===== config.mk =====
export PLATFORM = sky130hd
export DESIGN_NAME = tpic_timer_capture
export DESIGN_NICKNAME = d
export VERILOG_FILES = /design/src/core/tpic_pkg.sv /design/src/core/tpic_timer_capture.sv
export SDC_FILE = /design/constraint.sdc
export NUM_CORES = 1
export LEC_CHECK = 0
export BUFFER_PORTS_ARGS = -buffer_cell sky130_fd_sc_hd__buf_4
export CORE_UTILIZATION = 54
export CTS_CLUSTER_SIZE = 28
export DETAILED_ROUTE_END_ITERATION = 8
export GPL_ROUTABILITY_DRIVEN = 0
export HOLD_SLACK_MARGIN = 0.1
export PLACE_DENSITY = 0.75
export REMOVE_ABC_BUFFERS = 1
export SYNTH_ARGS = -nofsm -noshare
export SYNTH_HDL_FRONTEND = slang
export SYNTH_SLANG_ARGS = --single-unit

===== constraint.sdc =====
create_clock -name aclk -period 3.28 [get_ports aclk]
set_clock_uncertainty 0.15 [all_clocks]
set_input_delay 0.656 -clock aclk [delete_from_list [all_inputs] [get_ports aclk]]
set_output_delay 0.656 -clock aclk [all_outputs]
set_load 0.01 [all_outputs]

===== src/core/tpic_pkg.sv =====
// Purpose: Constants for the timer pair with input capture channels
// Assumes: AXI4-Lite register access, 32-bit data, byte addresses
// Notes: All register fields sit in the low 16 bits of a word
//
// Summary of operation
// RULE_01 - Lower run bit starts cascaded 32-bit timer, else lower timer.
// RULE_02 - Timer idle-halt bit set stops that timer in Idle mode.
// RULE_03 - Gated accumulation only with internal clock and gate enabled.
// RULE_04 - Prescale field 11/10/01/00 divides by 256/64/8/1.
// RULE_05 - Cascade bit joins both timers into one 32-bit timer.
// RULE_06 - Clock-source bit picks external pin rising edge or internal.
// RULE_07 - In cascade mode upper run, gate, prescale, source ignored.
// RULE_08 - Software clears upper idle-halt to keep cascade running in Idle.
// RULE_09 - In 16-bit mode upper timer has own run and clock choice.
// RULE_10 - Each qualifying pin event records selected 16-bit count.
// RULE_11 - Mode field picks 16th, 4th, rising, falling, every edge, off.
// RULE_12 - Mode 111 is rising-edge wake source in Sleep or Idle only.
// RULE_13 - Spacing field flags interrupt every 1st to 4th capture.
// RULE_14 - Every-edge mode flags interrupt on each capture.
// RULE_15 - Base select 1 captures lower count, 0 upper count.
// RULE_16 - Read-only overflow flag, cleared by hardware, shows overflow.
// RULE_17 - Read-only flag shows buffer holds at least one value.
// RULE_18 - Each channel holds captures in a four-word FIFO.
// RULE_19 - Channel idle-halt bit set stops the channel in Idle mode.
// RULE_20 - A capture pin event wakes the device from Sleep or Idle.
// RULE_21 - Lower timer is low word, upper is high word in cascade.
// RULE_22 - Cascaded period match raises the upper timer flag.
// RULE_23 - Timer returns to zero after count equals its period.
// RULE_24 - Capture into a full buffer is dropped and sets overflow.
// RULE_25 - Mode off empties buffer and clears overflow and nonempty.
package tpic_pkg;
  // Register byte offsets
  localparam logic [7:0] LOWER_CTRL_OFS = 8'h00;
  localparam logic [7:0] UPPER_CTRL_OFS = 8'h04;
  localparam logic [7:0] LOWER_COUNT_OFS = 8'h08;
  localparam logic [7:0] UPPER_COUNT_OFS = 8'h0C;
  localparam logic [7:0] LOWER_PERIOD_OFS = 8'h10;
  localparam logic [7:0] UPPER_PERIOD_OFS = 8'h14;
  localparam logic [7:0] STATUS_OFS = 8'h18;
  localparam logic [7:0] CAP_BASE_OFS = 8'h20;
  localparam logic [7:0] CAP_STRIDE = 8'h08;
  localparam logic [7:0] CAP_BUF_OFS = 8'h04;
  // Timer control fields
  localparam int RUN_BIT = 15;
  localparam int IDLE_BIT = 13;
  localparam int GATE_BIT = 6;
  localparam int DIV_HI = 5;
  localparam int DIV_LO = 4;
  localparam int CASC_BIT = 3;
  localparam int SRC_BIT = 1;
  localparam logic [15:0] LOWER_CTRL_MASK = 16'hA07A;
  localparam logic [15:0] UPPER_CTRL_MASK = 16'hA072;
  // Capture control fields
  localparam int CAP_IDLE_BIT = 13;
  localparam int CAP_BASE_BIT = 7;
  localparam int SPC_HI = 6;
  localparam int SPC_LO = 5;
  localparam int OVF_BIT = 4;
  localparam int BNE_BIT = 3;
  // Status fields
  localparam int LOWER_FLAG_BIT = 0;
  localparam int UPPER_FLAG_BIT = 1;
  localparam int CAP_FLAG_BIT = 8;
  // Reset values
  localparam logic [15:0] CTRL_RST = 16'h0000;
  localparam logic [15:0] COUNT_RST = 16'h0000;
  localparam logic [15:0] PERIOD_RST = 16'hFFFF;
  // Prescale terminal counts (divide minus one)
  localparam logic [7:0] DIV1_LIM = 8'h00;
  localparam logic [7:0] DIV8_LIM = 8'h07;
  localparam logic [7:0] DIV64_LIM = 8'h3F;
  localparam logic [7:0] DIV256_LIM = 8'hFF;
  // Edge count terminal values in prescaled modes (rising edges per capture minus one)
  localparam logic [3:0] EDGE4_LIM = 4'h3;
  localparam logic [3:0] EDGE16_LIM = 4'hF;
  // AXI responses
  localparam logic [1:0] RESP_OKAY = 2'h0;
  localparam logic [1:0] RESP_SLVERR = 2'h2;
  // Capture modes
  typedef enum logic [2:0] {
    TPIC_CAP_OFF = 3'h0,
    TPIC_CAP_ANY = 3'h1,
    TPIC_CAP_FALL = 3'h2,
    TPIC_CAP_RISE = 3'h3,
    TPIC_CAP_RISE4 = 3'h4,
    TPIC_CAP_RISE16 = 3'h5,
    TPIC_CAP_DIS = 3'h6,
    TPIC_CAP_WAKE = 3'h7
  } tpic_cap_mode_t;
endpackage


===== src/core/tpic_timer_capture.sv =====
// Purpose: Timer pair (16/32-bit) with input capture channels
// Assumes: aclk is the instruction clock; pins are asynchronous
// Notes: Reading a capture buffer word pops the FIFO
`timescale 1ns/10ps
module tpic_timer_capture
  import tpic_pkg::*;
#(
  parameter int NCAP = 2
)
(
  input wire logic aclk,
  input wire logic aresetn,
  input wire logic [7:0] s_axi_awaddr,
  input wire logic s_axi_awvalid,
  output logic s_axi_awready,
  input wire logic [31:0] s_axi_wdata,
  input wire logic [3:0] s_axi_wstrb,
  input wire logic s_axi_wvalid,
  output logic s_axi_wready,
  output logic [1:0] s_axi_bresp,
  output logic s_axi_bvalid,
  input wire logic s_axi_bready,
  input wire logic [7:0] s_axi_araddr,
  input wire logic s_axi_arvalid,
  output logic s_axi_arready,
  output logic [31:0] s_axi_rdata,
  output logic [1:0] s_axi_rresp,
  output logic s_axi_rvalid,
  input wire logic s_axi_rready,
  input wire logic cpu_idle,
  input wire logic cpu_sleep,
  input wire logic lower_ext_clock_pin,
  input wire logic upper_ext_clock_pin,
  input wire logic [NCAP-1:0] capture_pin,
  output logic wake_req
);

  // ----------------------------------------------------------------
  // Declarations
  // ----------------------------------------------------------------
  logic aw_have_reg, w_have_reg;
  logic [7:0] waddr_reg;
  logic [31:0] wdata_reg;
  logic [3:0] wstrb_reg;
  logic wr_fire, rd_fire, wr_hit;
  logic [31:0] rd_mux;
  logic rd_hit;
  logic [15:0] lower_ctrl_reg, upper_ctrl_reg;
  logic [15:0] lower_count, upper_count;
  logic [15:0] lower_period, upper_period;
  logic lower_flag_reg, upper_flag_reg;
  logic [NCAP-1:0] cap_flag_reg;
  logic [7:0] lower_pre_reg, upper_pre_reg;
  logic [2:0] lpin_sync, upin_sync;
  logic lpin_lvl, upin_lvl;
  logic lpin_rise, upin_rise;
  logic cascade_sel, lower_src, upper_src, lower_tick, upper_tick;
  logic lower_step, upper_step, lower_match, upper_match;
  logic [NCAP-1:0] cap_wake;
  logic [15:0] cap_ctrl_rd [NCAP];
  logic [15:0] cap_buf_rd [NCAP];

  // Byte-lane merge of a 16-bit register
  function automatic logic [15:0] merge16(input logic [15:0] old,
                                          input logic [31:0] d,
                                          input logic [3:0] s);
    merge16 = {s[1] ? d[15:8] : old[15:8], s[0] ? d[7:0] : old[7:0]};
  endfunction

  // Prescaler terminal count per divide field
  function automatic logic [7:0] div_limit(input logic [1:0] sel);
    case (sel)
      2'h3: div_limit = DIV256_LIM;
      2'h2: div_limit = DIV64_LIM;
      2'h1: div_limit = DIV8_LIM;
      default: div_limit = DIV1_LIM;
    endcase
  endfunction

  // ----------------------------------------------------------------
  // AXI4-Lite slave
  // ----------------------------------------------------------------
  assign s_axi_awready = ~aw_have_reg;
  assign s_axi_wready = ~w_have_reg;
  assign s_axi_arready = ~s_axi_rvalid;
  assign wr_fire = aw_have_reg & w_have_reg & ~s_axi_bvalid;
  assign rd_fire = s_axi_arvalid & ~s_axi_rvalid;

  // Write address and data latches, taken in either order
  always_ff @(posedge aclk)
  begin
    if (!aresetn)
    begin
      aw_have_reg <= 1'b0;
      w_have_reg <= 1'b0;
      waddr_reg <= 8'h00;
      wdata_reg <= 32'h0000_0000;
      wstrb_reg <= 4'h0;
    end
    else
    begin
      if (s_axi_awvalid && !aw_have_reg)
      begin
        aw_have_reg <= 1'b1;
        waddr_reg <= s_axi_awaddr;
      end
      else if (wr_fire)
        aw_have_reg <= 1'b0;
      if (s_axi_wvalid && !w_have_reg)
      begin
        w_have_reg <= 1'b1;
        wdata_reg <= s_axi_wdata;
        wstrb_reg <= s_axi_wstrb;
      end
      else if (wr_fire)
        w_have_reg <= 1'b0;
    end
  end

  // Write decode for the response code
  always_comb
  begin
    wr_hit = (waddr_reg == LOWER_CTRL_OFS) || (waddr_reg == UPPER_CTRL_OFS)
      || (waddr_reg == LOWER_COUNT_OFS) || (waddr_reg == UPPER_COUNT_OFS)
      || (waddr_reg == LOWER_PERIOD_OFS) || (waddr_reg == UPPER_PERIOD_OFS)
      || (waddr_reg == STATUS_OFS);
    for (int i = 0; i < NCAP; i++)
      if (waddr_reg == CAP_BASE_OFS + 8'(i) * CAP_STRIDE)
        wr_hit = 1'b1;
  end

  // Write response
  always_ff @(posedge aclk)
  begin
    if (!aresetn)
    begin
      s_axi_bvalid <= 1'b0;
      s_axi_bresp <= RESP_OKAY;
    end
    else if (wr_fire)
    begin
      s_axi_bvalid <= 1'b1;
      s_axi_bresp <= wr_hit ? RESP_OKAY : RESP_SLVERR;
    end
    else if (s_axi_bready)
      s_axi_bvalid <= 1'b0;
  end

  // Read data selection
  always_comb
  begin
    rd_hit = 1'b1;
    rd_mux = 32'h0000_0000;
    case (s_axi_araddr)
      LOWER_CTRL_OFS: rd_mux[15:0] = lower_ctrl_reg;
      UPPER_CTRL_OFS: rd_mux[15:0] = upper_ctrl_reg;
      LOWER_COUNT_OFS: rd_mux[15:0] = lower_count;
      UPPER_COUNT_OFS: rd_mux[15:0] = upper_count;
      LOWER_PERIOD_OFS: rd_mux[15:0] = lower_period;
      UPPER_PERIOD_OFS: rd_mux[15:0] = upper_period;
      STATUS_OFS:
      begin
        rd_mux[LOWER_FLAG_BIT] = lower_flag_reg;
        rd_mux[UPPER_FLAG_BIT] = upper_flag_reg;
        rd_mux[CAP_FLAG_BIT +: NCAP] = cap_flag_reg;
      end
      default: rd_hit = 1'b0;
    endcase
    for (int i = 0; i < NCAP; i++)
    begin
      if (s_axi_araddr == CAP_BASE_OFS + 8'(i) * CAP_STRIDE)
      begin
        rd_hit = 1'b1;
        rd_mux[15:0] = cap_ctrl_rd[i];
      end
      if (s_axi_araddr == CAP_BASE_OFS + 8'(i) * CAP_STRIDE + CAP_BUF_OFS)
      begin
        rd_hit = 1'b1;
        rd_mux[15:0] = cap_buf_rd[i];
      end
    end
  end

  // Read response
  always_ff @(posedge aclk)
  begin
    if (!aresetn)
    begin
      s_axi_rvalid <= 1'b0;
      s_axi_rdata <= 32'h0000_0000;
      s_axi_rresp <= RESP_OKAY;
    end
    else if (rd_fire)
    begin
      s_axi_rvalid <= 1'b1;
      s_axi_rdata <= rd_mux;
      s_axi_rresp <= rd_hit ? RESP_OKAY : RESP_SLVERR;
    end
    else if (s_axi_rready)
      s_axi_rvalid <= 1'b0;
  end

  // ----------------------------------------------------------------
  // Timer control registers
  // ----------------------------------------------------------------
  always_ff @(posedge aclk)
  begin
    if (!aresetn)
    begin
      lower_ctrl_reg <= CTRL_RST;
      upper_ctrl_reg <= CTRL_RST;
      lower_period <= PERIOD_RST;
      upper_period <= PERIOD_RST;
    end
    else if (wr_fire)
    begin
      if (waddr_reg == LOWER_CTRL_OFS)
        lower_ctrl_reg <= merge16(lower_ctrl_reg, wdata_reg, wstrb_reg)
          & LOWER_CTRL_MASK;
      if (waddr_reg == UPPER_CTRL_OFS)
        upper_ctrl_reg <= merge16(upper_ctrl_reg, wdata_reg, wstrb_reg)
          & UPPER_CTRL_MASK;
      if (waddr_reg == LOWER_PERIOD_OFS)
        lower_period <= merge16(lower_period, wdata_reg, wstrb_reg);
      if (waddr_reg == UPPER_PERIOD_OFS)
        upper_period <= merge16(upper_period, wdata_reg, wstrb_reg);
    end
  end

  // ----------------------------------------------------------------
  // Clock pin synchronisers
  // ----------------------------------------------------------------
  always_ff @(posedge aclk)
  begin
    if (!aresetn)
    begin
      lpin_sync <= 3'h0;
      upin_sync <= 3'h0;
      lpin_lvl <= 1'b0;
      upin_lvl <= 1'b0;
    end
    else
    begin
      lpin_sync <= {lpin_sync[1:0], lower_ext_clock_pin};
      upin_sync <= {upin_sync[1:0], upper_ext_clock_pin};
      if (lpin_sync[1] == lpin_sync[2])
        lpin_lvl <= lpin_sync[2];
      if (upin_sync[1] == upin_sync[2])
        upin_lvl <= upin_sync[2];
    end
  end

  assign lpin_rise = lpin_sync[1] & lpin_sync[2] & ~lpin_lvl;
  assign upin_rise = upin_sync[1] & upin_sync[2] & ~upin_lvl;

  // ----------------------------------------------------------------
  // Time base stepping
  // ----------------------------------------------------------------
  // RULE_05 cascade select
  assign cascade_sel = lower_ctrl_reg[CASC_BIT];
  // RULE_06 RULE_03 source and gate
  assign lower_src = lower_ctrl_reg[SRC_BIT] ? lpin_rise
    : (~lower_ctrl_reg[GATE_BIT] | lpin_lvl);
  // RULE_09 upper own source
  assign upper_src = upper_ctrl_reg[SRC_BIT] ? upin_rise
    : (~upper_ctrl_reg[GATE_BIT] | upin_lvl);

  // RULE_04 prescalers
  always_ff @(posedge aclk)
  begin
    if (!aresetn)
    begin
      lower_pre_reg <= 8'h00;
      upper_pre_reg <= 8'h00;
    end
    else
    begin
      if (!lower_ctrl_reg[RUN_BIT])
        lower_pre_reg <= 8'h00;
      else if (lower_src)
        lower_pre_reg <= lower_tick ? 8'h00 : lower_pre_reg + 8'h01;
      if (!upper_ctrl_reg[RUN_BIT] || cascade_sel)
        upper_pre_reg <= 8'h00;
      else if (upper_src)
        upper_pre_reg <= upper_tick ? 8'h00 : upper_pre_reg + 8'h01;
    end
  end

  assign lower_tick = lower_src
    && lower_pre_reg == div_limit(lower_ctrl_reg[DIV_HI:DIV_LO]);
  assign upper_tick = upper_src
    && upper_pre_reg == div_limit(upper_ctrl_reg[DIV_HI:DIV_LO]);

  // RULE_01 RULE_02 RULE_08 lower run and idle halt
  assign lower_step = lower_ctrl_reg[RUN_BIT] & lower_tick & ~(cpu_idle
    & (lower_ctrl_reg[IDLE_BIT]
       | (cascade_sel & upper_ctrl_reg[IDLE_BIT])));
  // RULE_07 upper controls ignored in cascade
  assign upper_step = ~cascade_sel & upper_ctrl_reg[RUN_BIT] & upper_tick
    & ~(cpu_idle & upper_ctrl_reg[IDLE_BIT]);
  // RULE_23 RULE_21 period compare
  assign lower_match = lower_step & (cascade_sel
    ? {upper_count, lower_count} == {upper_period, lower_period}
    : lower_count == lower_period);
  assign upper_match = upper_step & (upper_count == upper_period);

  // Counts: bus writes override counting
  always_ff @(posedge aclk)
  begin
    if (!aresetn)
    begin
      lower_count <= COUNT_RST;
      upper_count <= COUNT_RST;
    end
    else
    begin
      // RULE_21 RULE_23 cascaded count
      if (lower_match)
      begin
        lower_count <= COUNT_RST;
        if (cascade_sel)
          upper_count <= COUNT_RST;
      end
      else if (lower_step)
      begin
        lower_count <= lower_count + 16'h0001;
        if (cascade_sel && lower_count == 16'hFFFF)
          upper_count <= upper_count + 16'h0001;
      end
      if (upper_match)
        upper_count <= COUNT_RST;
      else if (upper_step)
        upper_count <= upper_count + 16'h0001;
      if (wr_fire && waddr_reg == LOWER_COUNT_OFS)
        lower_count <= merge16(lower_count, wdata_reg, wstrb_reg);
      if (wr_fire && waddr_reg == UPPER_COUNT_OFS)
        upper_count <= merge16(upper_count, wdata_reg, wstrb_reg);
    end
  end

  // Period flags, write one to clear, set wins
  always_ff @(posedge aclk)
  begin
    if (!aresetn)
    begin
      lower_flag_reg <= 1'b0;
      upper_flag_reg <= 1'b0;
    end
    else
    begin
      if (wr_fire && waddr_reg == STATUS_OFS && wstrb_reg[0])
      begin
        if (wdata_reg[LOWER_FLAG_BIT])
          lower_flag_reg <= 1'b0;
        if (wdata_reg[UPPER_FLAG_BIT])
          upper_flag_reg <= 1'b0;
      end
      if (lower_match && !cascade_sel)
        lower_flag_reg <= 1'b1;
      // RULE_22 cascade flag
      if ((lower_match && cascade_sel) || upper_match)
        upper_flag_reg <= 1'b1;
    end
  end

  assign wake_req = |cap_wake;

  // ----------------------------------------------------------------
  // Capture channels
  // ----------------------------------------------------------------
  for (genvar g = 0; g < NCAP; g++)
  begin : g_cap
    logic [15:0] ctrl_reg;
    logic [15:0] fifo_mem [4];
    logic [1:0] wr_ptr, rd_ptr;
    logic [2:0] fill;
    logic ovf_reg;
    logic [2:0] psync;
    logic plvl, prise, pfall, ev, push, pop, ctrl_wr, flag_clr;
    logic [3:0] edge_cnt;
    logic [1:0] ev_cnt;
    logic [2:0] mode;
    logic halted, sleepy;

    assign mode = ctrl_reg[2:0];
    assign ctrl_wr = wr_fire
      && waddr_reg == CAP_BASE_OFS + 8'(g) * CAP_STRIDE;
    assign flag_clr = wr_fire && waddr_reg == STATUS_OFS
      && wstrb_reg[1] && wdata_reg[CAP_FLAG_BIT + g];
    assign pop = rd_fire && fill != 3'h0 && s_axi_araddr
      == CAP_BASE_OFS + 8'(g) * CAP_STRIDE + CAP_BUF_OFS;
    assign sleepy = cpu_idle | cpu_sleep;
    // RULE_19 channel idle halt
    assign halted = cpu_idle & ctrl_reg[CAP_IDLE_BIT];
    assign prise = psync[1] & psync[2] & ~plvl;
    assign pfall = ~psync[1] & ~psync[2] & plvl;

    // RULE_11 qualifying events
    always_comb
    begin
      case (mode)
        TPIC_CAP_ANY: ev = prise | pfall;
        TPIC_CAP_FALL: ev = pfall;
        TPIC_CAP_RISE: ev = prise;
        TPIC_CAP_RISE4: ev = prise && edge_cnt[1:0] == EDGE4_LIM[1:0];
        TPIC_CAP_RISE16: ev = prise && edge_cnt == EDGE16_LIM;
        default: ev = 1'b0;
      endcase
      ev = ev & ~halted;
    end
    // RULE_18 RULE_24 push only when room
    assign push = ev && fill != 3'h4;
    // RULE_20 RULE_12 wake on pin event
    assign cap_wake[g] = sleepy
      & (ev | (mode == TPIC_CAP_WAKE && prise));

    // Pin synchroniser and prescale edge count
    always_ff @(posedge aclk)
    begin
      if (!aresetn)
      begin
        psync <= 3'h0;
        plvl <= 1'b0;
        edge_cnt <= 4'h0;
      end
      else
      begin
        psync <= {psync[1:0], capture_pin[g]};
        if (psync[1] == psync[2])
          plvl <= psync[2];
        if (ctrl_wr)
          edge_cnt <= 4'h0;
        else if (prise && !halted)
          edge_cnt <= edge_cnt + 4'h1;
      end
    end

    // Control register keeps writable bits only
    always_ff @(posedge aclk)
    begin
      if (!aresetn)
        ctrl_reg <= CTRL_RST;
      else if (ctrl_wr)
        ctrl_reg <= merge16(ctrl_reg, wdata_reg, wstrb_reg)
          & ~(16'h0001 << OVF_BIT) & ~(16'h0001 << BNE_BIT) & 16'h20E7;
    end

    // RULE_10 RULE_15 RULE_25 FIFO and overflow
    always_ff @(posedge aclk)
    begin
      if (!aresetn)
      begin
        wr_ptr <= 2'h0;
        rd_ptr <= 2'h0;
        fill <= 3'h0;
        ovf_reg <= 1'b0;
      end
      else if (mode == TPIC_CAP_OFF)
      begin
        wr_ptr <= 2'h0;
        rd_ptr <= 2'h0;
        fill <= 3'h0;
        ovf_reg <= 1'b0;
      end
      else
      begin
        if (push)
        begin
          fifo_mem[wr_ptr] <= ctrl_reg[CAP_BASE_BIT] ? lower_count
            : upper_count;
          wr_ptr <= wr_ptr + 2'h1;
        end
        if (pop)
          rd_ptr <= rd_ptr + 2'h1;
        fill <= fill + {2'h0, push} - {2'h0, pop};
        // RULE_16 RULE_24 overflow, cleared once drained
        if (ev && fill == 3'h4)
          ovf_reg <= 1'b1;
        else if (pop && fill == 3'h1)
          ovf_reg <= 1'b0;
      end
    end

    // RULE_13 RULE_14 interrupt spacing, set wins over clear
    always_ff @(posedge aclk)
    begin
      if (!aresetn)
      begin
        ev_cnt <= 2'h0;
        cap_flag_reg[g] <= 1'b0;
      end
      else
      begin
        if (flag_clr)
          cap_flag_reg[g] <= 1'b0;
        if (ctrl_wr)
          ev_cnt <= 2'h0;
        else if (ev)
        begin
          if (mode == TPIC_CAP_ANY || ev_cnt == ctrl_reg[SPC_HI:SPC_LO])
          begin
            ev_cnt <= 2'h0;
            cap_flag_reg[g] <= 1'b1;
          end
          else
            ev_cnt <= ev_cnt + 2'h1;
        end
        if (mode == TPIC_CAP_WAKE && prise && sleepy)
          cap_flag_reg[g] <= 1'b1;
      end
    end

    // RULE_17 read view
    always_comb
    begin
      cap_ctrl_rd[g] = ctrl_reg;
      cap_ctrl_rd[g][OVF_BIT] = ovf_reg;
      cap_ctrl_rd[g][BNE_BIT] = fill != 3'h0;
      cap_buf_rd[g] = fifo_mem[rd_ptr];
    end
  end

endmodule


==> impl_metrics.xml, run 1 <==
<?xml version="1.0" encoding="UTF-8"?>
<metrics>
  <group name="grt">
    <metric name="global_route_usage_sum" unit="%">29.6</metric>
    <metric name="grt_overflow_total" unit="">0</metric>
    <metric name="grt_max_degree" unit="">59</metric>
    <metric name="vias_in_the_first_global_route" unit="">12188</metric>
    <metric name="antenna_found_initial" unit="">1</metric>
    <metric name="grt_first_pass_wirelength" unit="mm">68.8</metric>
  </group>
  <group name="clocking">
    <metric name="clk_latency_worst_skew_pair" unit="ns">0.53</metric>
    <metric name="tritoncts_clock_tree" unit="">yes</metric>
    <metric name="clk_path_buf_depth" unit="">3</metric>
    <metric name="numCtsBuffers" unit="">35</metric>
    <metric name="clk_pin_slew" unit="ns">0.06</metric>
    <metric name="root_buffer" unit="">clkbuf_16</metric>
    <metric name="clkSinkCount" unit="">335</metric>
    <metric name="htree_num_levels" unit="">2</metric>
  </group>
  <group name="timing">
    <metric name="finalMaxSlewViolations" unit="">0</metric>
    <metric name="tightestPinTransition" unit="ns">1.25</metric>
    <metric name="max_slew_margin_vs_limit" unit="%">15.8</metric>
    <metric name="finalSetupViolCount" unit="">0</metric>
    <metric name="timing.hold.ws" unit="ns">0.174</metric>
    <metric name="final.period_utilization" unit="%">98.1</metric>
    <metric name="final.min_clock_period" unit="ns">3.22</metric>
    <metric name="max_clock_freq" unit="MHz">311</metric>
    <metric name="rsz0062_at_grt" unit="">no</metric>
    <metric name="finalHoldViolCount" unit="">0</metric>
    <metric name="final_setup_margin" unit="ns">0.0610</metric>
  </group>
  <group name="layout">
    <metric name="max_flop_register" unit="">g_cap.fifo_mem</metric>
    <metric name="final_layout_size_suffix_gt1_share" unit="%">17.7</metric>
    <metric name="finalInstanceArea" unit="mm²">0.0181</metric>
    <metric name="fin_nets" unit="">1710</metric>
    <metric name="antennaDiodeCount" unit="">0</metric>
    <metric name="synthToLayoutAreaGrowth" unit="%">15.2</metric>
    <metric name="largest_register_ff_count" unit="">128</metric>
  </group>
  <group name="hold_path">
    <metric name="min_delay_path_depth" unit="">2</metric>
    <metric name="min-delay-path-class" unit="">in -&gt; reg</metric>
    <metric name="hold_start" unit="">s_axi_rready</metric>
    <metric name="worst_hold_path.endpoint" unit="">s_axi_rvalid</metric>
  </group>
  <group name="worst_setup_path">
    <metric name="critical_path.endpoint_type" unit="">flop</metric>
    <metric name="worstSetupStartpointType" unit="">flop</metric>
    <metric name="timing.critical_path.arrival" unit="ns">3.50</metric>
    <metric name="ff2ff_path_depth" unit="">7</metric>
    <metric name="timing.reg2reg.setup_slack" unit="ns">0.06</metric>
    <metric name="crit_required" unit="ns">3.56</metric>
    <metric name="regToRegStartpoint" unit="">lower_pre_reg[3]</metric>
    <metric name="worst_r2r_endpoint" unit="">upper_count[13]</metric>
    <metric name="critical_path_peak_fanout" unit="">7</metric>
    <metric name="timing.setup.critical_path_class" unit="">reg -&gt; reg</metric>
  </group>
  <group name="power">
    <metric name="powerDensity" unit="mW/mm²">478</metric>
    <metric name="leakage" unit="µW">0.00664</metric>
    <metric name="power.ir.vdd_worst" unit="µV">403</metric>
    <metric name="power.total" unit="µW">8680</metric>
  </group>
  <group name="synthesis">
    <metric name="synth_top_cell_by_area" unit="">dfxtp_1</metric>
    <metric name="synth_area" unit="mm²">0.0157</metric>
    <metric name="synth.yosys.seq_area_share" unit="%">50.7</metric>
    <metric name="synthMostInstantiatedCell" unit="">dfxtp_1</metric>
    <metric name="yosys-top-cells-area" unit="">dfxtp_1 26%, edfxtp_1 24%, mux4_2 4.6%</metric>
    <metric name="synth-seq-cells" unit="">335</metric>
    <metric name="netlist_instances" unit="">1533</metric>
    <metric name="synth.lib_cells_used.distinct" unit="">81</metric>
    <metric name="synth-warning-count" unit="">0</metric>
    <metric name="synth-edff-count" unit="">128</metric>
    <metric name="synthDominantCellAreaShare" unit="%">26.3</metric>
    <metric name="synthArstFlopShare" unit="%">0</metric>
    <metric name="synth_top_cells_by_count" unit="">207 x dfxtp_1, 188 x nand2_1, 128 x edfxtp_1</metric>
    <metric name="primary_flip_flop_cell_chosen_by_synthesis_mapping" unit="">dfxtp_1</metric>
    <metric name="postSynthAreaPerCell" unit="µm²">10.3</metric>
  </group>
  <group name="floorplanning">
    <metric name="die_area" unit="mm²">0.0298</metric>
    <metric name="fp.dieH" unit="µm">173</metric>
    <metric name="initial_core_util" unit="%">54.9</metric>
    <metric name="num_rows" unit="">62</metric>
    <metric name="die-width" unit="µm">173</metric>
    <metric name="core_area" unit="mm²">0.0287</metric>
    <metric name="io_pins" unit="">107</metric>
  </group>
  <group name="outcome">
    <metric name="outcome" unit="">completed</metric>
  </group>
  <group name="placement">
    <metric name="dp_hpwl" unit="mm">31.7</metric>
    <metric name="port_buffers" unit="">70</metric>
    <metric name="placement.cell_area" unit="mm²">0.0170</metric>
    <metric name="dp_worst_setup_slack" unit="ns">-0.148</metric>
  </group>
  <group name="route">
    <metric name="via_per_inst" unit="">6.30</metric>
    <metric name="detail_route.first_pass.iterations" unit="">9</metric>
    <metric name="avgRoutedWirePerCell" unit="µm">21.9</metric>
    <metric name="drc" unit="">0</metric>
    <metric name="via_count" unit="">12795</metric>
    <metric name="antenna_left" unit="">0</metric>
    <metric name="postRouteWirelength" unit="mm">44.6</metric>
    <metric name="drt_iter0_markers" unit="">1529</metric>
  </group>
  <group name="job">
    <metric name="max_cap_violations" unit="">0</metric>
  </group>
</metrics>
[layer usage]
layer | part of all wire [%] | global-route usage (%) | vias to the layer above
li1 | - | - | 5776
met1 | 39 | 38.4 | 6039
met2 | 46 | 47.2 | 784
met3 | 10 | 5.91 | 196
met4 | 5.6 | 14.9 | 0
met5 | 0 | 0 | -
[what timing repair did]
| action | 4_1_cts | 5_1_grt |
|---|---|---|
| hold buffers | 0 | 0 |
| endpoints found under the setup margin | 0 | 6 |
| setup buffers | 0 | 0 |
| gates resized for setup | 0 | 3 |
[cell families after synthesis]
logic type / count (synthesis) / synth area share (%)
other: 1 / 0.0238
adder cells (fa/ha/maj): 25 / 2.08
XOR/XNOR: 70 / 3.89
multiplexers: 104 / 9.33
AO/OA/AOI/OAI: 295 / 12.9
AND/OR/NAND/NOR: 545 / 16.7
flip-flops: 335 / 50.7
buffers and inverters: 158 / 4.35
[placed cells by master, fill, tap and decap left out, types with 7 or more instances in the layout]
cell type,Yosys,layout
nand4_1,23,23
nand3_1,63,63
clkinv_1,0,7
a311oi_1,9,9
nor3_1,23,23
mux2i_1,50,50
a31oi_1,29,29
nand3b_1,9,9
mux4_2,32,32
and2_1,20,20
edfxtp_1,128,128
mux2_2,22,22
ha_1,23,23
clkbuf_16,0,35
o21ai_0,33,33
a22o_1,8,8
nor4_1,12,10
and3_1,21,21
a221oi_1,13,13
clkbuf_1,89,7
a21oi_1,85,85
conb_1,1,18
buf_4,18,151
o31ai_1,9,9
or4_1,8,8
or2_2,9,9
nor2_1,122,122
xnor2_1,21,21
a222oi_1,13,13
a22oi_1,17,17
xor2_1,49,49
nand2b_1,8,8
inv_1,34,33
nand2_1,188,187
o22ai_1,16,16
dfxtp_1,207,207
[worst max path at each step]
stage,depth (start not counted),end,start
2_1_floorplan,10,g_cap[0].fill[2],s_axi_araddr[1]
3_3_place_gp,10,g_cap[1].fill[2],s_axi_araddr[4]
3_5_place_dp,10,g_cap[1].fill[2],s_axi_araddr[4]
4_1_cts,6,wake_req,g_cap[1].ctrl_reg[1]
5_1_grt,8,upper_count[13],lower_count[1]
6_report,7,upper_count[13],lower_pre_reg[3]
[through the flow]
step           instances  setup TNS, ns  utilization, %
6_report            2031              0            63.2
5_1_grt             2031              0            63.2
4_1_cts             2031              0            63.1
3_5_place_dp        1967         -0.226            59.2
3_3_place_gp        1967         -0.112            59.2
2_1_floorplan       1426         -0.949               -
[layout make-up]
class,instances,area (µm²)
Fill cell,2265,10600
Tap cell,384,480
Clock buffer,44,930
Timing Repair Buffer,157,1250
Clock inverter,20,188
Inverter,34,128
Multi-Input combinational cell,1057,7170
Sequential cell,335,7990
[power breakdown]
part / total [µW] / internal (µW) / switching, µW
sequential: 4420 / 4340 / 81.8
combinational: 363 / 146 / 217
clock: 3890 / 2260 / 1630
total: 8680 / 6750 / 1930
[critical path: stages (launching register included)]
cell,delay (ns)
dfxtp_1,0.37
or4_1,0.48
a21boi_1,0.14
o2111ai_1,0.36
or2_1,0.40
o311ai_0,0.51
o211ai_1,0.39
o21ai_0,0.31
(Power assumes the default switching activity.)
==> run 2: changes to the inputs <==
--- a/config.mk
+++ b/config.mk
@@ -12,6 +12,7 @@
 export GPL_ROUTABILITY_DRIVEN = 0
 export HOLD_SLACK_MARGIN = 0.1
 export PLACE_DENSITY = 0.75
+export RECOVER_POWER = 25
 export REMOVE_ABC_BUFFERS = 1
 export SYNTH_ARGS = -nofsm -noshare
 export SYNTH_HDL_FRONTEND = slang
==> run 2 against run 1 <==
Against the previous run: count of clock-buffer cells in the layout unchanged; the run now ends with max-capacitance violations, max-slew violations left; largest power group unchanged; critical endpoint is now wake_req; maximum frequency rose by 2.2%; setup slack gained 0.071 ns; utilization shrank 0.31 points; sequential share of layout area up 0.22 points; clock power is essentially flat; sequential power barely moved; largest cell class unchanged; critical path type is now reg -> out; cell count unchanged; hold slack hardly changed.
==> impl_metrics.xml, run 2 (synthesis results as in run 1) <==
<?xml version="1.0" encoding="UTF-8"?>
<metrics>
  <group name="timing">
    <metric name="max_slew_margin_vs_limit" unit="%">-32.3</metric>
    <metric name="finalMaxSlewViolations" unit="">79</metric>
    <metric name="final.min_clock_period" unit="ns">3.15</metric>
    <metric name="totalNegativeSetupSlack" unit="ns">0</metric>
    <metric name="rsz0062_at_grt" unit="">no</metric>
    <metric name="finalHoldViolCount" unit="">0</metric>
    <metric name="final.period_utilization" unit="%">96.0</metric>
    <metric name="finalSetupViolCount" unit="">0</metric>
    <metric name="tightestPinTransition" unit="ns">1.98</metric>
    <metric name="final_setup_margin" unit="ns">0.132</metric>
    <metric name="max_clock_freq" unit="MHz">318</metric>
  </group>
  <group name="hold_path">
    <metric name="min-delay-path-class" unit="">in -&gt; reg</metric>
  </group>
  <group name="power">
    <metric name="leakage" unit="µW">0.00656</metric>
    <metric name="powerDensity" unit="mW/mm²">480</metric>
    <metric name="power.ir.vdd_worst" unit="µV">393</metric>
  </group>
  <group name="clocking">
    <metric name="clkSinkCount" unit="">335</metric>
    <metric name="numCtsBuffers" unit="">35</metric>
    <metric name="htree_num_levels" unit="">2</metric>
    <metric name="clk_pin_slew" unit="ns">0.06</metric>
    <metric name="clk_path_buf_depth" unit="">3</metric>
    <metric name="root_buffer" unit="">clkbuf_16</metric>
    <metric name="clk_latency_worst_skew_pair" unit="ns">0.53</metric>
    <metric name="tritoncts_clock_tree" unit="">yes</metric>
  </group>
  <group name="route">
    <metric name="via_per_inst" unit="">6.28</metric>
    <metric name="drt_iter0_markers" unit="">1580</metric>
    <metric name="drc" unit="">0</metric>
    <metric name="antenna_left" unit="">0</metric>
    <metric name="via_count" unit="">12762</metric>
    <metric name="avgRoutedWirePerCell" unit="µm">21.9</metric>
    <metric name="detail_route.first_pass.iterations" unit="">7</metric>
    <metric name="postRouteWirelength" unit="mm">44.6</metric>
  </group>
  <group name="outcome">
    <metric name="outcome" unit="">complete, but fails checks</metric>
    <metric name="failed_checks" unit="">max-capacitance violations, max-slew violations</metric>
  </group>
  <group name="grt">
    <metric name="global_route_usage_sum" unit="%">29.6</metric>
    <metric name="grt_first_pass_wirelength" unit="mm">68.8</metric>
    <metric name="grt_overflow_total" unit="">0</metric>
    <metric name="antenna_found_initial" unit="">1</metric>
    <metric name="vias_in_the_first_global_route" unit="">12188</metric>
    <metric name="grt_max_degree" unit="">59</metric>
  </group>
  <group name="placement">
    <metric name="dp_worst_setup_slack" unit="ns">-0.148</metric>
    <metric name="dpl.cell_count" unit="">1967</metric>
    <metric name="port_buffers" unit="">70</metric>
    <metric name="dp_hpwl" unit="mm">31.7</metric>
  </group>
  <group name="layout">
    <metric name="largest_register_ff_count" unit="">128</metric>
    <metric name="final_util" unit="%">62.9</metric>
    <metric name="max_flop_register" unit="">g_cap.fifo_mem</metric>
    <metric name="fin_nets" unit="">1710</metric>
    <metric name="final_cell_mix" unit="">207 x dfxtp_1, 187 x nand2_1, 128 x edfxtp_1</metric>
    <metric name="non_filler_instance_count_after_layout" unit="">2031</metric>
    <metric name="commonest_non_fill_non_tap_cell_in_the_layout" unit="">dfxtp_1</metric>
    <metric name="synthToLayoutAreaGrowth" unit="%">14.6</metric>
    <metric name="antennaDiodeCount" unit="">0</metric>
    <metric name="final_layout_size_suffix_gt1_share" unit="%">15.6</metric>
  </group>
  <group name="floorplanning">
    <metric name="fp.dieH" unit="µm">173</metric>
    <metric name="num_rows" unit="">62</metric>
    <metric name="io_pins" unit="">107</metric>
    <metric name="core_area" unit="mm²">0.0287</metric>
    <metric name="die-width" unit="µm">173</metric>
    <metric name="initial_core_util" unit="%">54.9</metric>
    <metric name="die_area" unit="mm²">0.0298</metric>
  </group>
  <group name="worst_setup_path">
    <metric name="critical_path_peak_fanout" unit="">9</metric>
    <metric name="cp_num_buf_inv" unit="">2</metric>
    <metric name="critical_path_cell_by_cell" unit="">xnor2_1 &gt; a2111oi_0 &gt; a22oi_1 &gt; buf_4 &gt; a41oi_1 &gt; buf_4</metric>
    <metric name="worst_path_largest_cell_delay" unit="ns">0.49</metric>
    <metric name="timing.critical_path.arrival" unit="ns">2.34</metric>
    <metric name="critPathMostFrequentCell" unit="">buf_4</metric>
    <metric name="timing.setup.critical_path_class" unit="">reg -&gt; out</metric>
    <metric name="crit_required" unit="ns">2.47</metric>
    <metric name="worstSetupStartpointType" unit="">flop</metric>
    <metric name="critPathTopFamily" unit="">compound AO/OA/AOI/OAI gates</metric>
    <metric name="critical_path.endpoint_type" unit="">primary output</metric>
    <metric name="timing.critical_path.slowest_stage_cell" unit="">dfxtp_1</metric>
  </group>
  <group name="job">
    <metric name="max_cap_violations" unit="">2</metric>
  </group>
</metrics>
==> run 2: cell types whose count changed in the layout (fill, tap and decap cells not counted), sizes merged <==
cell,change
clkbuf,+24
buf,-24
==> run 2: cell type report <==
type                            instances  area, µm²
Fill cell                            2298      10700
Sequential cell                       335       7990
Tap cell                              384        480
Clock inverter                         20        188
Clock buffer                           44        930
Multi-Input combinational cell       1057       7170
Inverter                               34        128
Timing Repair Buffer                  157       1160
==> run 2: metal layers <==
metal  vias to the layer above  wire length, µm  GRT usage, %
met5                         -                0             0
met4                         0             2320          14.9
met3                       190             4410          5.91
met2                       758            20500          47.2
met1                      6046            17300          38.4
li1                       5768                -             -
==> run 2: worst paths after layout <==
kind	from	end	slack (ns)	cells after the start
max	g_cap[1].ctrl_reg[1]	wake_req	0.13	6
min	s_axi_rready	s_axi_rvalid	0.17	2
max reg2reg	lower_pre_reg[3]	upper_count[13]	0.13	7
min reg2reg	upin_sync[0]	upin_sync[1]	0.29	1
==> run 2: what timing repair did <==
action | CTS | global route
setup endpoints to repair | 0 | 6
gates resized for setup | 0 | 3
hold buffers | 0 | 0
setup buffers | 0 | 0
==> run 2: where the power goes <==
group / switching, µW / internal [µW] / leakage (µW) / total [µW]
combinational: 216 / 135 / 0.00309 / 351
sequential: 82.1 / 4340 / 0.00294 / 4420
clock: 1630 / 2260 / 0.000533 / 3890
==> run 2: through the flow <==
stage / total power [µW] / hold slack [ns] / cell area [µm²]
detailed placement: 4860 / 0.270 / 17000
CTS: 8700 / 0.161 / 18100
floorplan: 4650 / 0.262 / 15300
finish: 8670 / 0.174 / 18100
global placement: 4860 / 0.272 / 17000
global route: 8900 / 0.168 / 18100
==> run 3: changes to the inputs <==
--- a/config.mk
+++ b/config.mk
@@ -6,6 +6,8 @@
 export NUM_CORES = 1
 export LEC_CHECK = 0
 export BUFFER_PORTS_ARGS = -buffer_cell sky130_fd_sc_hd__buf_4
+export CORE_ASPECT_RATIO = 1.2
+export CORE_MARGIN = 2
 export CORE_UTILIZATION = 54
 export CTS_CLUSTER_SIZE = 28
 export DETAILED_ROUTE_END_ITERATION = 8
@@ -13,7 +15,6 @@
 export HOLD_SLACK_MARGIN = 0.1
 export PLACE_DENSITY = 0.75
 export RECOVER_POWER = 25
-export REMOVE_ABC_BUFFERS = 1
 export SYNTH_ARGS = -nofsm -noshare
 export SYNTH_HDL_FRONTEND = slang
 export SYNTH_SLANG_ARGS = --single-unit
==> run 3 against run 2 <==
Against the previous run: critical path depth grew 2; global-route usage shrank 0.48 points; the flow now finishes without violations; final area rose by 0.32%; combinational power up 2%; register-to-register slack better by 0.04 ns; routed wire length rose by 1.5%; critical endpoint is now upper_count[4]; count of clock-buffer cells in the layout rose by 4; hold slack better by 0.0038 ns; sequential power barely moved; setup slack better by 0.042 ns.
==> impl_metrics.xml, run 3 (synthesis results as in run 1) <==
<?xml version="1.0" encoding="UTF-8"?>
<metrics>
  <group name="grt">
    <metric name="grt_overflow_total" unit="">0</metric>
    <metric name="grt_first_pass_wirelength" unit="mm">68.6</metric>
    <metric name="antenna_found_initial" unit="">0</metric>
    <metric name="vias_in_the_first_global_route" unit="">12224</metric>
    <metric name="global_route_usage_sum" unit="%">29.1</metric>
    <metric name="grt_max_degree" unit="">63</metric>
  </group>
  <group name="timing">
    <metric name="final_setup_margin" unit="ns">0.174</metric>
    <metric name="max_slew_margin_vs_limit" unit="%">21.2</metric>
    <metric name="final.min_clock_period" unit="ns">3.11</metric>
    <metric name="finalSetupViolCount" unit="">0</metric>
    <metric name="finalMaxSlewViolations" unit="">0</metric>
    <metric name="final.period_utilization" unit="%">94.7</metric>
    <metric name="max_clock_freq" unit="MHz">322</metric>
    <metric name="tightestPinTransition" unit="ns">1.18</metric>
    <metric name="finalHoldViolCount" unit="">0</metric>
    <metric name="totalNegativeSetupSlack" unit="ns">0</metric>
    <metric name="rsz0062_at_grt" unit="">no</metric>
  </group>
  <group name="route">
    <metric name="via_count" unit="">12896</metric>
    <metric name="drt_iter0_markers" unit="">1476</metric>
    <metric name="via_per_inst" unit="">6.36</metric>
    <metric name="avgRoutedWirePerCell" unit="µm">22.3</metric>
    <metric name="detail_route.first_pass.iterations" unit="">9</metric>
    <metric name="antenna_left" unit="">0</metric>
    <metric name="postRouteWirelength" unit="mm">45.2</metric>
    <metric name="drc" unit="">0</metric>
  </group>
  <group name="worst_setup_path">
    <metric name="critPathLaunch" unit="">lower_ctrl_reg[5]</metric>
    <metric name="timing.critical_path.arrival" unit="ns">3.33</metric>
    <metric name="critical_path_peak_fanout" unit="">11</metric>
    <metric name="worstSetupStartpointType" unit="">flop</metric>
    <metric name="crit_end" unit="">upper_count[4]</metric>
    <metric name="timing.setup.critical_path_class" unit="">reg -&gt; reg</metric>
    <metric name="worst_r2r_endpoint" unit="">upper_count[4]</metric>
    <metric name="ff2ff_path_depth" unit="">8</metric>
    <metric name="regToRegStartpoint" unit="">lower_ctrl_reg[5]</metric>
    <metric name="timing.reg2reg.setup_slack" unit="ns">0.17</metric>
    <metric name="critical_path.endpoint_type" unit="">flop</metric>
    <metric name="crit_required" unit="ns">3.51</metric>
  </group>
  <group name="layout">
    <metric name="final_layout_size_suffix_gt1_share" unit="%">16.2</metric>
    <metric name="final_cell_mix" unit="">205 x dfxtp_1, 188 x nand2_1, 132 x buf_4</metric>
    <metric name="largest_register_ff_count" unit="">128</metric>
    <metric name="fin_nets" unit="">1707</metric>
    <metric name="commonest_non_fill_non_tap_cell_in_the_layout" unit="">dfxtp_1</metric>
    <metric name="max_flop_register" unit="">g_cap.fifo_mem</metric>
    <metric name="antennaDiodeCount" unit="">0</metric>
    <metric name="finalInstanceArea" unit="mm²">0.0181</metric>
    <metric name="synthToLayoutAreaGrowth" unit="%">15.0</metric>
  </group>
  <group name="clocking">
    <metric name="cts.hold.buffers_added" unit="">0</metric>
    <metric name="numCtsBuffers" unit="">35</metric>
    <metric name="clk_path_buf_depth" unit="">3</metric>
    <metric name="root_buffer" unit="">clkbuf_16</metric>
    <metric name="htree_num_levels" unit="">2</metric>
    <metric name="clk_pin_slew" unit="ns">0.06</metric>
    <metric name="clkSinkCount" unit="">335</metric>
    <metric name="clk_latency_worst_skew_pair" unit="ns">0.54</metric>
    <metric name="postCtsSetupRepairBufs" unit="">0</metric>
    <metric name="tritoncts_clock_tree" unit="">yes</metric>
  </group>
  <group name="floorplanning">
    <metric name="num_rows" unit="">68</metric>
    <metric name="fp.dieH" unit="µm">191</metric>
    <metric name="initial_core_util" unit="%">54.8</metric>
    <metric name="die-width" unit="µm">160</metric>
    <metric name="core_area" unit="mm²">0.0288</metric>
    <metric name="die_area" unit="mm²">0.0305</metric>
    <metric name="io_pins" unit="">107</metric>
  </group>
  <group name="power">
    <metric name="power.ir.vdd_worst" unit="µV">438</metric>
    <metric name="powerDensity" unit="mW/mm²">479</metric>
    <metric name="leakage" unit="µW">0.00662</metric>
  </group>
  <group name="placement">
    <metric name="dp_worst_setup_slack" unit="ns">-0.211</metric>
    <metric name="placement.cell_area" unit="mm²">0.0170</metric>
    <metric name="dp_hpwl" unit="mm">31.6</metric>
    <metric name="port_buffers" unit="">70</metric>
  </group>
  <group name="hold_path">
    <metric name="min-delay-path-class" unit="">in -&gt; reg</metric>
  </group>
  <group name="outcome">
    <metric name="outcome" unit="">completed</metric>
  </group>
  <group name="job">
    <metric name="max_cap_violations" unit="">0</metric>
  </group>
</metrics>
run 3: routing by layer:
metal / track usage, % / wire length [µm] / up-vias
met2: 48.5 / 21400 / 680
met5: 0 / 0 / -
met3: 4.79 / 3830 / 205
met4: 17.2 / 3080 / 0
met1: 35.9 / 16900 / 6243
li1: - / - / 5768
run 3: per-stage QoR:
stage | utilization [%] | total power, µW | hold WS, ns | std cells
2_1_floorplan | - | 4700 | 0.262 | 1550
3_3_place_gp | 59.2 | 4860 | 0.273 | 1965
3_5_place_dp | 59.2 | 4870 | 0.271 | 1965
4_1_cts | 63.1 | 8700 | 0.168 | 2029
5_1_grt | 63.0 | 8910 | 0.172 | 2029
6_report | 63.0 | 8670 | 0.178 | 2029
run 3: critical path, cell delays in order (launching register included):
cell	delay, ns
dfxtp_1	0.39
or4_1	0.56
a21boi_1	0.17
o2111ai_1	0.29
buf_4	0.29
o31ai_1	0.26
nand2_1	0.34
a311oi_1	0.39
o22ai_1	0.13
run 3: report_power, final:
group / switching, µW / total (µW) / leakage, µW / internal, µW
Clock: 1700 / 3880 / 0.000559 / 2190
Combinational: 219 / 359 / 0.00312 / 140
Sequential: 87.0 / 4430 / 0.00294 / 4340
Total: 2000 / 8670 / 0.00662 / 6670
run 3: final cells by class:
class                   instances  area (µm²)
clock inverters                16         125
well taps                     385         482
clock buffers                  48        1010
multi-input cells            1057        7170
flip-flops and latches        335        7990
repair buffers                154        1200
fillers                      2308       10600
inverters                      34         128
run 3: repair_timing:
item	4_1_cts	5_1_grt
resized for setup	0	4
endpoints found under the hold margin	0	0
setup endpoints to repair	0	14
run 3: worst min-delay path by stage:
stage | slack, ns | depth (start not counted) | startpoint | end
after CTS | 0.17 | 2 | s_axi_rready | s_axi_rvalid
after global routing | 0.17 | 2 | s_axi_rready | s_axi_rvalid
after floorplan | 0.26 | 1 | g_cap[0].psync[0] | g_cap[0].psync[1]
final | 0.18 | 2 | s_axi_rready | s_axi_rvalid
after global placement | 0.27 | 1 | upin_sync[0] | upin_sync[1]
after detailed placement | 0.27 | 1 | g_cap[1].psync[0] | g_cap[1].psync[1]
